$ cat config.mk
export PLATFORM = sky130hd
export DESIGN_NAME = flash_rom_memory_mapper
export DESIGN_NICKNAME = d
export VERILOG_FILES = /design/src/mapper_pkg.sv /design/src/decode_if.sv /design/src/window_decode.sv /design/src/flash_rom_memory_mapper.sv
export SDC_FILE = /design/constraint.sdc
export NUM_CORES = 1
export LEC_CHECK = 0
export BUFFER_PORTS_ARGS = -buffer_cell sky130_fd_sc_hd__buf_2
export CELL_PAD_IN_SITES_DETAIL_PLACEMENT = 0
export CELL_PAD_IN_SITES_GLOBAL_PLACEMENT = 1
export CORE_MARGIN = 5
export CORE_UTILIZATION = 36
export DETAILED_ROUTE_END_ITERATION = 6
export PLACE_DENSITY_LB_ADDON = 0.08
export SKIP_LAST_GASP = 1
export SLEW_MARGIN = 20
export SYNTH_ARGS = -nofsm -noshare
export SYNTH_HDL_FRONTEND = slang
export SYNTH_HIERARCHICAL = 1
export SYNTH_SLANG_ARGS = --single-unit
$ cat constraint.sdc
create_clock -name clk -period 2.8 [get_ports clk]
set_clock_uncertainty 0.2 [all_clocks]
set_input_delay 0.28 -clock clk [delete_from_list [all_inputs] [get_ports clk]]
set_output_delay 0.28 -clock clk [all_outputs]
set_load 0.02 [all_outputs]
$ cat src/mapper_pkg.sv
package mapper_pkg;

  // ----------------------------------------------------------------
  // Register addresses on the CPU bus
  // ----------------------------------------------------------------
  localparam logic [15:0] AUX_CONFIGURATION_ADDR     = 16'hd381;
  localparam logic [15:0] COLD_BOOT_FLAG_ADDR        = 16'hd383;
  localparam logic [15:0] CARTRIDGE_BANK_SELECT_ADDR = 16'hd5e0;

  // ----------------------------------------------------------------
  // Register fields and values after reset
  // ----------------------------------------------------------------
  localparam int          AUX_FLASH_WRITE_BIT   = 7;
  localparam int          AUX_SOUND_BLOCK_BIT   = 6;
  localparam int          AUX_VIDEO_LSB         = 4;
  localparam int          COLD_FLAG_BIT         = 7;
  localparam int          BANK_EXT_BIT          = 6;
  localparam int          BANK_NONE_BIT         = 7;
  localparam logic [7:0]  AUX_RESET             = 8'h00;
  localparam logic [7:0]  BANK_RESET            = 8'h00;
  localparam logic [1:0]  VIDEO_AT_D640         = 2'h1;
  localparam logic [1:0]  VIDEO_AT_D740         = 2'h2;

  // ----------------------------------------------------------------
  // Adapter port B bits that enable ROMs (low enables BASIC, game and self-test)
  // ----------------------------------------------------------------
  localparam int          ADAPTER_PORT_B_OS_BIT          = 0;
  localparam int          ADAPTER_PORT_B_BASIC_BIT       = 1;
  localparam int          ADAPTER_PORT_B_GAME_BIT        = 6;
  localparam int          ADAPTER_PORT_B_SELFTEST_BIT    = 7;

  // ----------------------------------------------------------------
  // Flash regions (19-bit byte addresses into the 512K device)
  // ----------------------------------------------------------------
  localparam logic [18:0] FLASH_BOOT_BASE       = 19'h50000;
  localparam logic [18:0] FLASH_BOOT_SELFTEST   = 19'h51000;
  localparam logic [18:0] FLASH_PBI_BASE        = 19'h58000;
  localparam logic [18:0] FLASH_BASIC_BASE      = 19'h60000;
  localparam logic [18:0] FLASH_GAME_BASE       = 19'h68000;
  localparam logic [18:0] FLASH_OS_BASE         = 19'h70000;
  localparam logic [18:0] OS_SELFTEST_OFFSET    = 19'h01000;
  localparam logic [18:0] OS_SLOT_SIZE          = 19'h04000;
  localparam logic [18:0] ROM8K_SLOT_SIZE       = 19'h02000;

  // ----------------------------------------------------------------
  // CPU address windows
  // ----------------------------------------------------------------
  localparam logic [15:0] SELFTEST_LO           = 16'h5000;
  localparam logic [15:0] SELFTEST_HI           = 16'h57ff;
  localparam logic [15:0] CART_LO               = 16'ha000;
  localparam logic [15:0] CART_HI               = 16'hbfff;
  localparam logic [15:0] OS_LOW_LO             = 16'hc000;
  localparam logic [15:0] OS_LOW_HI             = 16'hcfff;
  localparam logic [15:0] OS_HIGH_LO            = 16'hd800;
  localparam logic [7:0]  SOUND_PAGE            = 8'hd2;
  localparam logic [7:0]  SOUND_BLOCK_LO        = 8'h10;
  localparam logic [7:0]  CART_IO_PAGE          = 8'hd5;
  localparam logic [7:0]  VIDEO_PAGE_LO         = 8'hd6;
  localparam logic [7:0]  VIDEO_PAGE_HI         = 8'hd7;
  localparam logic [7:0]  VIDEO_SLOT_OFFSET     = 8'h40;

  // Where a decoded access lands.
  typedef enum logic [2:0] {
    WIN_NONE     = 3'b000,
    WIN_OS       = 3'b001,
    WIN_SELFTEST = 3'b010,
    WIN_CART     = 3'b011,
    WIN_BASIC    = 3'b100,
    WIN_GAME     = 3'b101
  } window_t;

endpackage

$ cat src/decode_if.sv
`timescale 1ns/1ns
// Configuration from the mapper to the window decoder, and the decode back.
interface decode_if;
  import mapper_pkg::*;
  logic [15:0] addr;
  logic        bootMapped;
  logic [1:0]  osSlot;
  logic [1:0]  basicSlot;
  logic [1:0]  gameSlot;
  logic [7:0]  bank;
  logic [7:0]  adapter_port_b;
  logic        gameJumper;
  window_t     window;
  logic [18:0] flashAddr;

  modport mapper  (output addr, bootMapped, osSlot, basicSlot, gameSlot, bank, adapter_port_b, gameJumper,
                   input window, flashAddr);
  modport decoder (input addr, bootMapped, osSlot, basicSlot, gameSlot, bank, adapter_port_b, gameJumper,
                   output window, flashAddr);
endinterface

$ cat src/window_decode.sv
`timescale 1ns/1ns
// Pure combinational translation of a CPU address into a flash address.
module window_decode
  import mapper_pkg::*;
(
  // Configuration in, decode out
  decode_if.decoder dec
);

  // Slot base plus offset, cut back to the flash width.
  function automatic logic [18:0] slotAddr(input logic [18:0] base, input logic [18:0] size,
                                           input logic [1:0] slot, input logic [18:0] offs);
    logic [18:0] sum;
    sum = base + size * {17'h0, slot} + offs;
    return sum;
  endfunction

  logic inRange;

  // ----------------------------------------------------------------
  // Window selection; the internal cartridge outranks BASIC and game.
  // ----------------------------------------------------------------
  always_comb
  begin
    logic [18:0] osBase;
    logic        osWin;
    logic        intCart;
    osBase        = dec.bootMapped ? FLASH_BOOT_BASE
                  : slotAddr(FLASH_OS_BASE, OS_SLOT_SIZE, dec.osSlot, 19'h0);
    osWin         = (dec.addr >= OS_LOW_LO && dec.addr <= OS_LOW_HI) || dec.addr >= OS_HIGH_LO;
    intCart       = ~dec.bank[BANK_NONE_BIT] & ~dec.bank[BANK_EXT_BIT];
    inRange       = dec.addr >= CART_LO && dec.addr <= CART_HI;
    dec.window    = WIN_NONE;
    dec.flashAddr = 19'h0;
    if (osWin && dec.adapter_port_b[ADAPTER_PORT_B_OS_BIT])
    begin
      // Bootstrap keeps the standard OS layout: offset is the low 14 address bits.
      dec.window    = WIN_OS;
      dec.flashAddr = osBase | {5'h0, dec.addr[13:0]};
    end
    else if (dec.addr >= SELFTEST_LO && dec.addr <= SELFTEST_HI && !dec.adapter_port_b[ADAPTER_PORT_B_SELFTEST_BIT]
             && dec.adapter_port_b[ADAPTER_PORT_B_OS_BIT])
    begin
      dec.window    = WIN_SELFTEST;
      dec.flashAddr = (dec.bootMapped ? FLASH_BOOT_SELFTEST : osBase + OS_SELFTEST_OFFSET)
                    | {8'h0, dec.addr[10:0]};
    end
    else if (inRange && intCart)
    begin
      // Any of the 64 banks, so the whole device is reachable here.
      dec.window    = WIN_CART;
      dec.flashAddr = {dec.bank[5:0], dec.addr[12:0]};
    end
    else if (inRange && !dec.bootMapped && !dec.adapter_port_b[ADAPTER_PORT_B_BASIC_BIT])
    begin
      dec.window    = WIN_BASIC;
      dec.flashAddr = slotAddr(FLASH_BASIC_BASE, ROM8K_SLOT_SIZE, dec.basicSlot,
                               {6'h0, dec.addr[12:0]});
    end
    else if (inRange && !dec.bootMapped && dec.gameJumper && !dec.adapter_port_b[ADAPTER_PORT_B_GAME_BIT])
    begin
      dec.window    = WIN_GAME;
      dec.flashAddr = slotAddr(FLASH_GAME_BASE, ROM8K_SLOT_SIZE, dec.gameSlot,
                               {6'h0, dec.addr[12:0]});
    end
  end

endmodule

$ cat src/flash_rom_memory_mapper.sv
`timescale 1ns/1ns
module flash_rom_memory_mapper
  import mapper_pkg::*;
(
  // Clock and resets
  input  wire logic        clk,
  input  wire logic        resetn,
  input  wire logic        powerOnResetn,
  // CPU bus, one strobe per access
  input  wire logic        cpuStrobe,
  input  wire logic        cpuWrite,
  input  wire logic [15:0] cpuAddr,
  input  wire logic [7:0]  cpuWData,
  output logic [7:0]       cpuRData,
  output logic             cpuRValid,
  // Configuration from the surrounding board logic
  input  wire logic        configUnlocked,
  input  wire logic        osHandoff,
  input  wire logic [1:0]  osSlot,
  input  wire logic [1:0]  basicSlot,
  input  wire logic [1:0]  gameSlot,
  input  wire logic        internalCartAllowed,
  input  wire logic        gameJumper,
  input  wire logic        ioRamActive,
  input  wire logic [7:0]  adapterPortB,
  // Flash device
  output logic             flashCs,
  output logic             flashWe,
  output logic [18:0]      flashAddr,
  output logic [7:0]       flashWData,
  input  wire logic [7:0]  flashRData,
  // Selects for the rest of the machine
  output logic             cartIoSelect,
  output logic             extCartWindowEnable,
  output logic             leftCartSenseTrigger,
  output logic             videoBoardSelect,
  output logic             soundChipSelect,
  output logic [3:0]       auxOutputs
);
  import mapper_pkg::*;

  // ----------------------------------------------------------------
  // Timing overview
  // ----------------------------------------------------------------
  // An access is taken at the edge where cpuStrobe is high.
  // Flash strobes follow one cycle later, read data one more.
  // Strobes may come back to back: each pulse output is
  // rebuilt from the current access alone.
  // A cold flag read takes the same two cycles as a flash
  // read, so the CPU side sees a single latency.
  // The flash keeps its last mode; nothing here returns it to
  // array reads, so a stuck query state hides every window.

  // ----------------------------------------------------------------
  // State
  // ----------------------------------------------------------------
  typedef struct packed {
    // Software-visible configuration.
    logic [7:0]  aux;
    logic [7:0]  bank;
    logic        cold;
    logic        bootMapped;

    // Flash pins, one cycle behind the access.
    logic        flashCs;
    logic        flashWe;
    logic [18:0] flashAddr;
    logic [7:0]  flashWData;

    // Read pipeline.
    logic        readFlash;
    logic        readReg;
    logic [7:0]  regData;
    logic [7:0]  rData;
    logic        rValid;

    // Selects for the rest of the machine.
    logic        cartIo;
    logic        extWin;
    logic        trig;
    logic        video;
    logic        sound;
  } state_t;

  // Current state and its value at the next edge.
  state_t state_q;
  state_t state_d;

  // The decoder is pure logic; its answer is used in the same cycle.
  // Keeping it apart lets the window table be checked on its own.
  decode_if dec ();

  window_decode u_decode (
    .dec (dec)
  );

  // Configuration handed to the window decoder.
  // Slot selects and port B come straight from the pins.
  assign dec.addr       = cpuAddr;
  assign dec.bootMapped = state_q.bootMapped;
  assign dec.osSlot     = osSlot;
  assign dec.basicSlot  = basicSlot;
  assign dec.gameSlot   = gameSlot;
  assign dec.bank       = state_q.bank;
  assign dec.adapter_port_b      = adapterPortB;
  assign dec.gameJumper = gameJumper;

  // ----------------------------------------------------------------
  // Next-state logic
  // ----------------------------------------------------------------
  // One pass builds the whole next state from the current access.
  always_comb
  begin
    logic       rd;
    logic       wr;
    logic       hit;
    logic       bankVisible;
    logic       intCartOn;
    logic       extCartOn;
    logic [7:0] page;
    logic [7:0] videoPage;

    state_d     = state_q;
    videoPage   = 8'h00;
    rd          = cpuStrobe & ~cpuWrite;
    wr          = cpuStrobe & cpuWrite;

    hit         = dec.window != WIN_NONE;
    page        = cpuAddr[15:8];
    bankVisible = internalCartAllowed;
    intCartOn   = ~state_q.bank[BANK_NONE_BIT] & ~state_q.bank[BANK_EXT_BIT];
    extCartOn   = ~state_q.bank[BANK_NONE_BIT] & state_q.bank[BANK_EXT_BIT];

    // Flash strobes last one cycle; the flash is never told about a reset,
    // so a stuck command or query state survives a reset until an F0 command write clears it.
    state_d.flashCs = 1'b0;
    state_d.flashWe = 1'b0;
    // Address and data load only on a hit and hold between hits.
    if (cpuStrobe && hit)
    begin
      state_d.flashAddr  = dec.flashAddr;
      state_d.flashWData = cpuWData;
      if (rd)
      begin
        state_d.flashCs = 1'b1;
      end
      else if (state_q.aux[AUX_FLASH_WRITE_BIT])
      begin
        // Every flash window takes writes, including the read-only ROM ranges.
        state_d.flashCs = 1'b1;
        state_d.flashWe = 1'b1;
      end
      // With writing disabled no strobe reaches the flash; address and data still load.
    end

    // Register writes land at the next edge. Only the cold flag reads
    // back, so software must keep its own copy of the others.
    if (wr && cpuAddr == AUX_CONFIGURATION_ADDR && configUnlocked)
    begin
      state_d.aux = cpuWData;
    end
    if (wr && cpuAddr == COLD_BOOT_FLAG_ADDR)
    begin
      state_d.cold = cpuWData[COLD_FLAG_BIT];
    end
    if (wr && cpuAddr == CARTRIDGE_BANK_SELECT_ADDR && bankVisible)
    begin
      state_d.bank = cpuWData;
    end

    // Handing off to the chosen OS ends the bootstrap mapping.
    // The lock that raises osHandoff lives outside this block.
    if (osHandoff)
    begin
      state_d.bootMapped = 1'b0;
    end

    // Reads: flash data arrives the cycle after the chip select.
    state_d.readFlash = rd & hit;
    state_d.readReg   = rd & ~hit & (cpuAddr == COLD_BOOT_FLAG_ADDR);
    // regData is taken a cycle early to line up with flash data.
    // cpuRValid rises only for flash hits and the cold flag.
    state_d.regData   = {state_q.cold, 7'h0};
    state_d.rValid    = state_q.readFlash | state_q.readReg;
    if (state_q.readFlash)
    begin
      // One device behind every window: in ID mode this is the ID code.
      state_d.rData = flashRData;
    end
    else if (state_q.readReg)
    begin
      state_d.rData = state_q.regData;
    end

    // Cartridge I/O covers the whole page, bank register address included.
    // A bank write therefore also reaches an external cartridge.
    state_d.cartIo = cpuStrobe & (page == CART_IO_PAGE) & ~ioRamActive;

    // Trigger and external window trail the bank register by a cycle.
    state_d.extWin = extCartOn;
    state_d.trig   = intCartOn | extCartOn;

    // External video board decoding; I/O RAM takes the page away from it.
    if (state_q.aux[AUX_VIDEO_LSB +: 2] == VIDEO_AT_D640)
    begin
      videoPage = VIDEO_PAGE_LO;
    end
    else if (state_q.aux[AUX_VIDEO_LSB +: 2] == VIDEO_AT_D740)
    begin
      videoPage = VIDEO_PAGE_HI;
    end
    else
    begin
      videoPage = 8'h00;
    end
    // Offsets below the board's slot stay with the rest of the page.
    state_d.video = cpuStrobe & (videoPage != 8'h00) & (page == videoPage)
                  & (cpuAddr[7:0] >= VIDEO_SLOT_OFFSET) & ~ioRamActive;

    // Sound chip page, with its upper part withheld when asked.
    // The first 16 bytes stay with the sound chip in every case.
    state_d.sound = cpuStrobe & (page == SOUND_PAGE)
                  & ~(state_q.aux[AUX_SOUND_BLOCK_BIT] & (cpuAddr[7:0] >= SOUND_BLOCK_LO));
  end

  // ----------------------------------------------------------------
  // Registers
  // ----------------------------------------------------------------
  // The cold flag has its own reset so that a system reset keeps it.
  // A system reset re-maps the bootstrap image and clears every pulse
  // but leaves flash address and data alone; power-on clears it all.
  always_ff @(posedge clk)
  begin
    state_q <= state_d;
    if (!resetn)
    begin
      state_q.aux        <= AUX_RESET;
      state_q.bank       <= BANK_RESET;
      state_q.bootMapped <= 1'b1;
      state_q.flashCs    <= 1'b0;
      state_q.flashWe    <= 1'b0;
      state_q.readFlash  <= 1'b0;
      state_q.readReg    <= 1'b0;
      state_q.rValid     <= 1'b0;
      state_q.cartIo     <= 1'b0;
      state_q.extWin     <= 1'b0;
      state_q.trig       <= 1'b0;
      state_q.video      <= 1'b0;
      state_q.sound      <= 1'b0;
    end

    if (!powerOnResetn)
    begin
      state_q            <= '0;
      state_q.aux        <= AUX_RESET;
      state_q.bank       <= BANK_RESET;
      state_q.bootMapped <= 1'b1;
      state_q.cold       <= 1'b1;
    end
  end

  // ----------------------------------------------------------------
  // Outputs, all straight from flip-flops
  // ----------------------------------------------------------------
  // Nothing is decoded on the way out, so address glitches never reach a pin.
  // auxOutputs carry no meaning inside this block.
  assign cpuRData             = state_q.rData;
  assign cpuRValid            = state_q.rValid;
  assign flashCs              = state_q.flashCs;
  assign flashWe              = state_q.flashWe;
  assign flashAddr            = state_q.flashAddr;
  assign flashWData           = state_q.flashWData;
  assign cartIoSelect         = state_q.cartIo;
  assign extCartWindowEnable  = state_q.extWin;
  assign leftCartSenseTrigger = state_q.trig;
  assign videoBoardSelect     = state_q.video;
  assign soundChipSelect      = state_q.sound;
  assign auxOutputs           = state_q.aux[3:0];

endmodule

==> run_results.csv <==
group,metric,value,unit
layout,final_common_cell,"buf_2",
synthesis,synth_flop_cell,"dfxtp_1",
global_route,grt_first_pass_wirelength,13090,microns
worst_setup_path,cp_max_fo,27,
sta,tightest_slew,702.9,ps
routing,final_antenna_net_count,0,
sta,hold_slack,17.88,ps
placed_design,place_area,3412,sq um
layout,design_area,3759,sq um
cts,cts_tree,"done",
worst_setup_path,critical_path_required,2830,ps
routing,drt_first_pass_iters,4,
pwr,p_leak,1.591,nW
synthesis,synth_edf_count,0,
layout,diodes,0,
run_status,status,"complete, no violations",
cts,cts.sinks,64,
worst_setup_path,reg2reg_from,"dec.bootMapped",
placed_design,gp_congestion,0.8267,
cts,cts_root_buf,"clkbuf_8",
synthesis,synth_top_area_share,41.29,%
placed_design,numPlacedInstances,531,
die,initial_core_util,37.39,%
worst_setup_path,slowest_delay,500,ps
cts,cts_buffer_depth,2,
sta,worst_slack,533.7,ps
sta,finalCritPeriodShare,80.94,%
placed_design,dp_worst_setup_slack,329.5,ps
cts,clk-insertion-delay-late,340,ps
die,die_x,102.8,microns
worst_setup_path,cp-startpoint,"dec.bootMapped",
layout,nNetsFinal,507,
synthesis,synth-async-reset-ratio,0,%
worst_setup_path,cp-start-kind,"flop",
pwr,seqPwrFrac,47.3,%
die,io_pins,103,
cts,numCtsBuffers,9,
pwr,p_comb_share,10.4,%
worst_setup_path,cp_slowest_cell,"dfxtp_1",
die,dieArea,10580,sq um
pwr,switchingPower,501.4,uW
sta,rsz0062_at_grt,"false",
synthesis,ys_types,50,
global_route,antenna_found_initial,0,
pwr,clkPwrFrac,42.3,%
pwr,powerDensity,524.0,nW/um^2
pwr,vdd_drop_max,301.5,uV
synthesis,netlist_area,3103,sq um
hold_path,min_from,"cpuWData[6]",
routing,drt_iter0_markers,81,
routing,via_per_inst,4.875,
routing,num_vias,2730,
synthesis,avgSynthCellArea,8.187,sq um
sta,fin_crit,2266,ps
layout,fill_cells,883,
global_route,grt_max_degree,28,
sta,setup_viol,0,
routing,drcViolationCount,0,
cts,cts.clk_slew.worst_paths,80,ps
placed_design,port_buffers,98,
global_route,track_usage,15.95,%
layout,mostFrequentLayoutCells,"buf_2 (98), nand2_1 (78), dfxtp_1 (64)",
run,cap_violations,0,
worst_setup_path,critPathKind,"flop to flop",
synthesis,synth.ff_latch_count,64,
hold_path,holdCritPathClass,"input pin to flop",
synthesis,synth_seq_area_share,41.29,%
cts,cts_resized,0,
die,core-area,8299,sq um
synthesis,ys_warn_count,6,
cts,post_cts_buffers,0,
layout,fin_cells,560,
worst_setup_path,critPathCaptureType,"flop",
global_route,overflow,0,
global_route,grt_pass1_vias,2630,
layout,syn_to_final_growth,21.13,%
sta,slew_viol_final,0,
synthesis,synth_fp_nets,436,
pwr,p_sw_share,25.46,%
synthesis,synth_cells,379,
sta,finalHoldViolCount,0,
synthesis,ys_top_cells_by_area,"dfxtp_1 (41%), buf_4 (9.4%), nand2_1 (9.4%), a21oi_1 (7.6%), mux2i_1 (3.2%)",
layout,drive_above_1_share,27.91,%
die,row_count,33,
worst_setup_path,critPathArrivalTime,2300,ps
routing,wl,8196,microns
pwr,p_int,1.468,mW
synthesis,synth_top_cell_by_area,"dfxtp_1",
sta,max_freq,441.3,MHz
cts,ctsHtreeMaxLevel,3,
routing,drt-wirelength-per-cell,14.64,microns
worst_setup_path,crit_path_cell_trace,"nor2_1, a311o_1, or3_1, and2_0, buf_4, nand2_1, a21oi_1",
sta,slew_headroom,52.94,%
placed_design,place_hpwl,6008,microns
sta,setup_tns,0,ps
die,die_y,102.8,microns
final timing paths:
check	to	slack, ps	depth (start not counted)
setup / recovery	flashAddr[13]	530	7
hold / removal	flashWData[6]	20	3
setup reg to reg	flashAddr[13]	530	7
hold reg to reg	flashAddr[0]	250	2
state kept, by name (all words and copies together) (netlist names), 4 cells and up:
name and flops:
cpuRData 8, auxOutputs 4, dec.bank 8, flashAddr 19, flashWData 8, state_q 7
power by group through the flow:
| stage | registers, mW | clock network [mW] | logic (mW) |
|---|---|---|---|
| 3_3_place_gp | 0.952 | 0 | 0.192 |
| 6_report | 0.931 | 0.833 | 0.206 |
| 3_5_place_dp | 0.952 | 0 | 0.193 |
| 2_1_floorplan | 0.951 | 0 | 0.109 |
| 5_1_grt | 0.932 | 0.903 | 0.228 |
| 4_1_cts | 0.930 | 0.862 | 0.208 |
kinds of logic (layout without fill, tap and decap cells):
logic type	Yosys count	in the layout	share of synthesized area, %
and+or+nand+nor	170	170	29.27
muxes	10	10	3.226
xor gates and xnor gates	1	1	0.2823
buffers and inverters	63	139	12.54
AOI/OAI and AO/OA	70	70	12.98
DFF	64	64	41.29
adders and majority gates	1	1	0.4032
area by class of cell:
type | count | area, sq um | share of cell area [%]
multi-input cells | 252 | 1441 | 38.35
repair buffers | 116 | 670.6 | 17.84
inverters | 7 | 26.28 | 0.6991
clock buffers | 12 | 155.1 | 4.128
well taps | 105 | 131.4 | 3.495
clock inverters | 4 | 52.55 | 1.398
flip-flops and latches | 64 | 1281 | 34.09
stage by stage:
step           utilization (%)  power (mW)
5_1_grt                  45.29       2.063
3_3_place_gp             41.11       1.144
4_1_cts                  45.18       2.001
3_5_place_dp             41.11       1.145
2_1_floorplan                -       1.060
6_report                 45.29       1.969
metal layers:
metal / routed length, microns / global-route usage (%)
met3: 451 / 3.654
met5: 0 / 0
met1: 3956 / 21.83
met4: 100 / 6.275
met2: 3687 / 24.43
repair_timing:
item                                   in CTS  in global routing
hold buffers                               13                  0
endpoints found under the hold margin      14                  0
setup endpoints to repair                   0                  0
cells in the mapped netlist (all sizes together) (2+ instances only):
library cell,instances
a21oi,47
a221o,3
a31oi,2
and2,5
and3,3
and4,2
buf,46
clkbuf,10
dfxtp,64
inv,6
mux2i,10
nand2,78
nand2b,4
nand3,11
nand4,4
nand4bb,2
nor2,20
nor2b,15
nor3,2
nor3b,10
nor4,6
o21ai,10
worst max-delay path: cells and delay by family (launching register included):
family | cells | cell delay, ps
buffers and inverters | 1 | 220
AOI/OAI and AO/OA | 2 | 380
and+or+nand+nor | 4 | 850
DFF | 1 | 500
No activity file was read; power rests on OpenSTA's default activity.
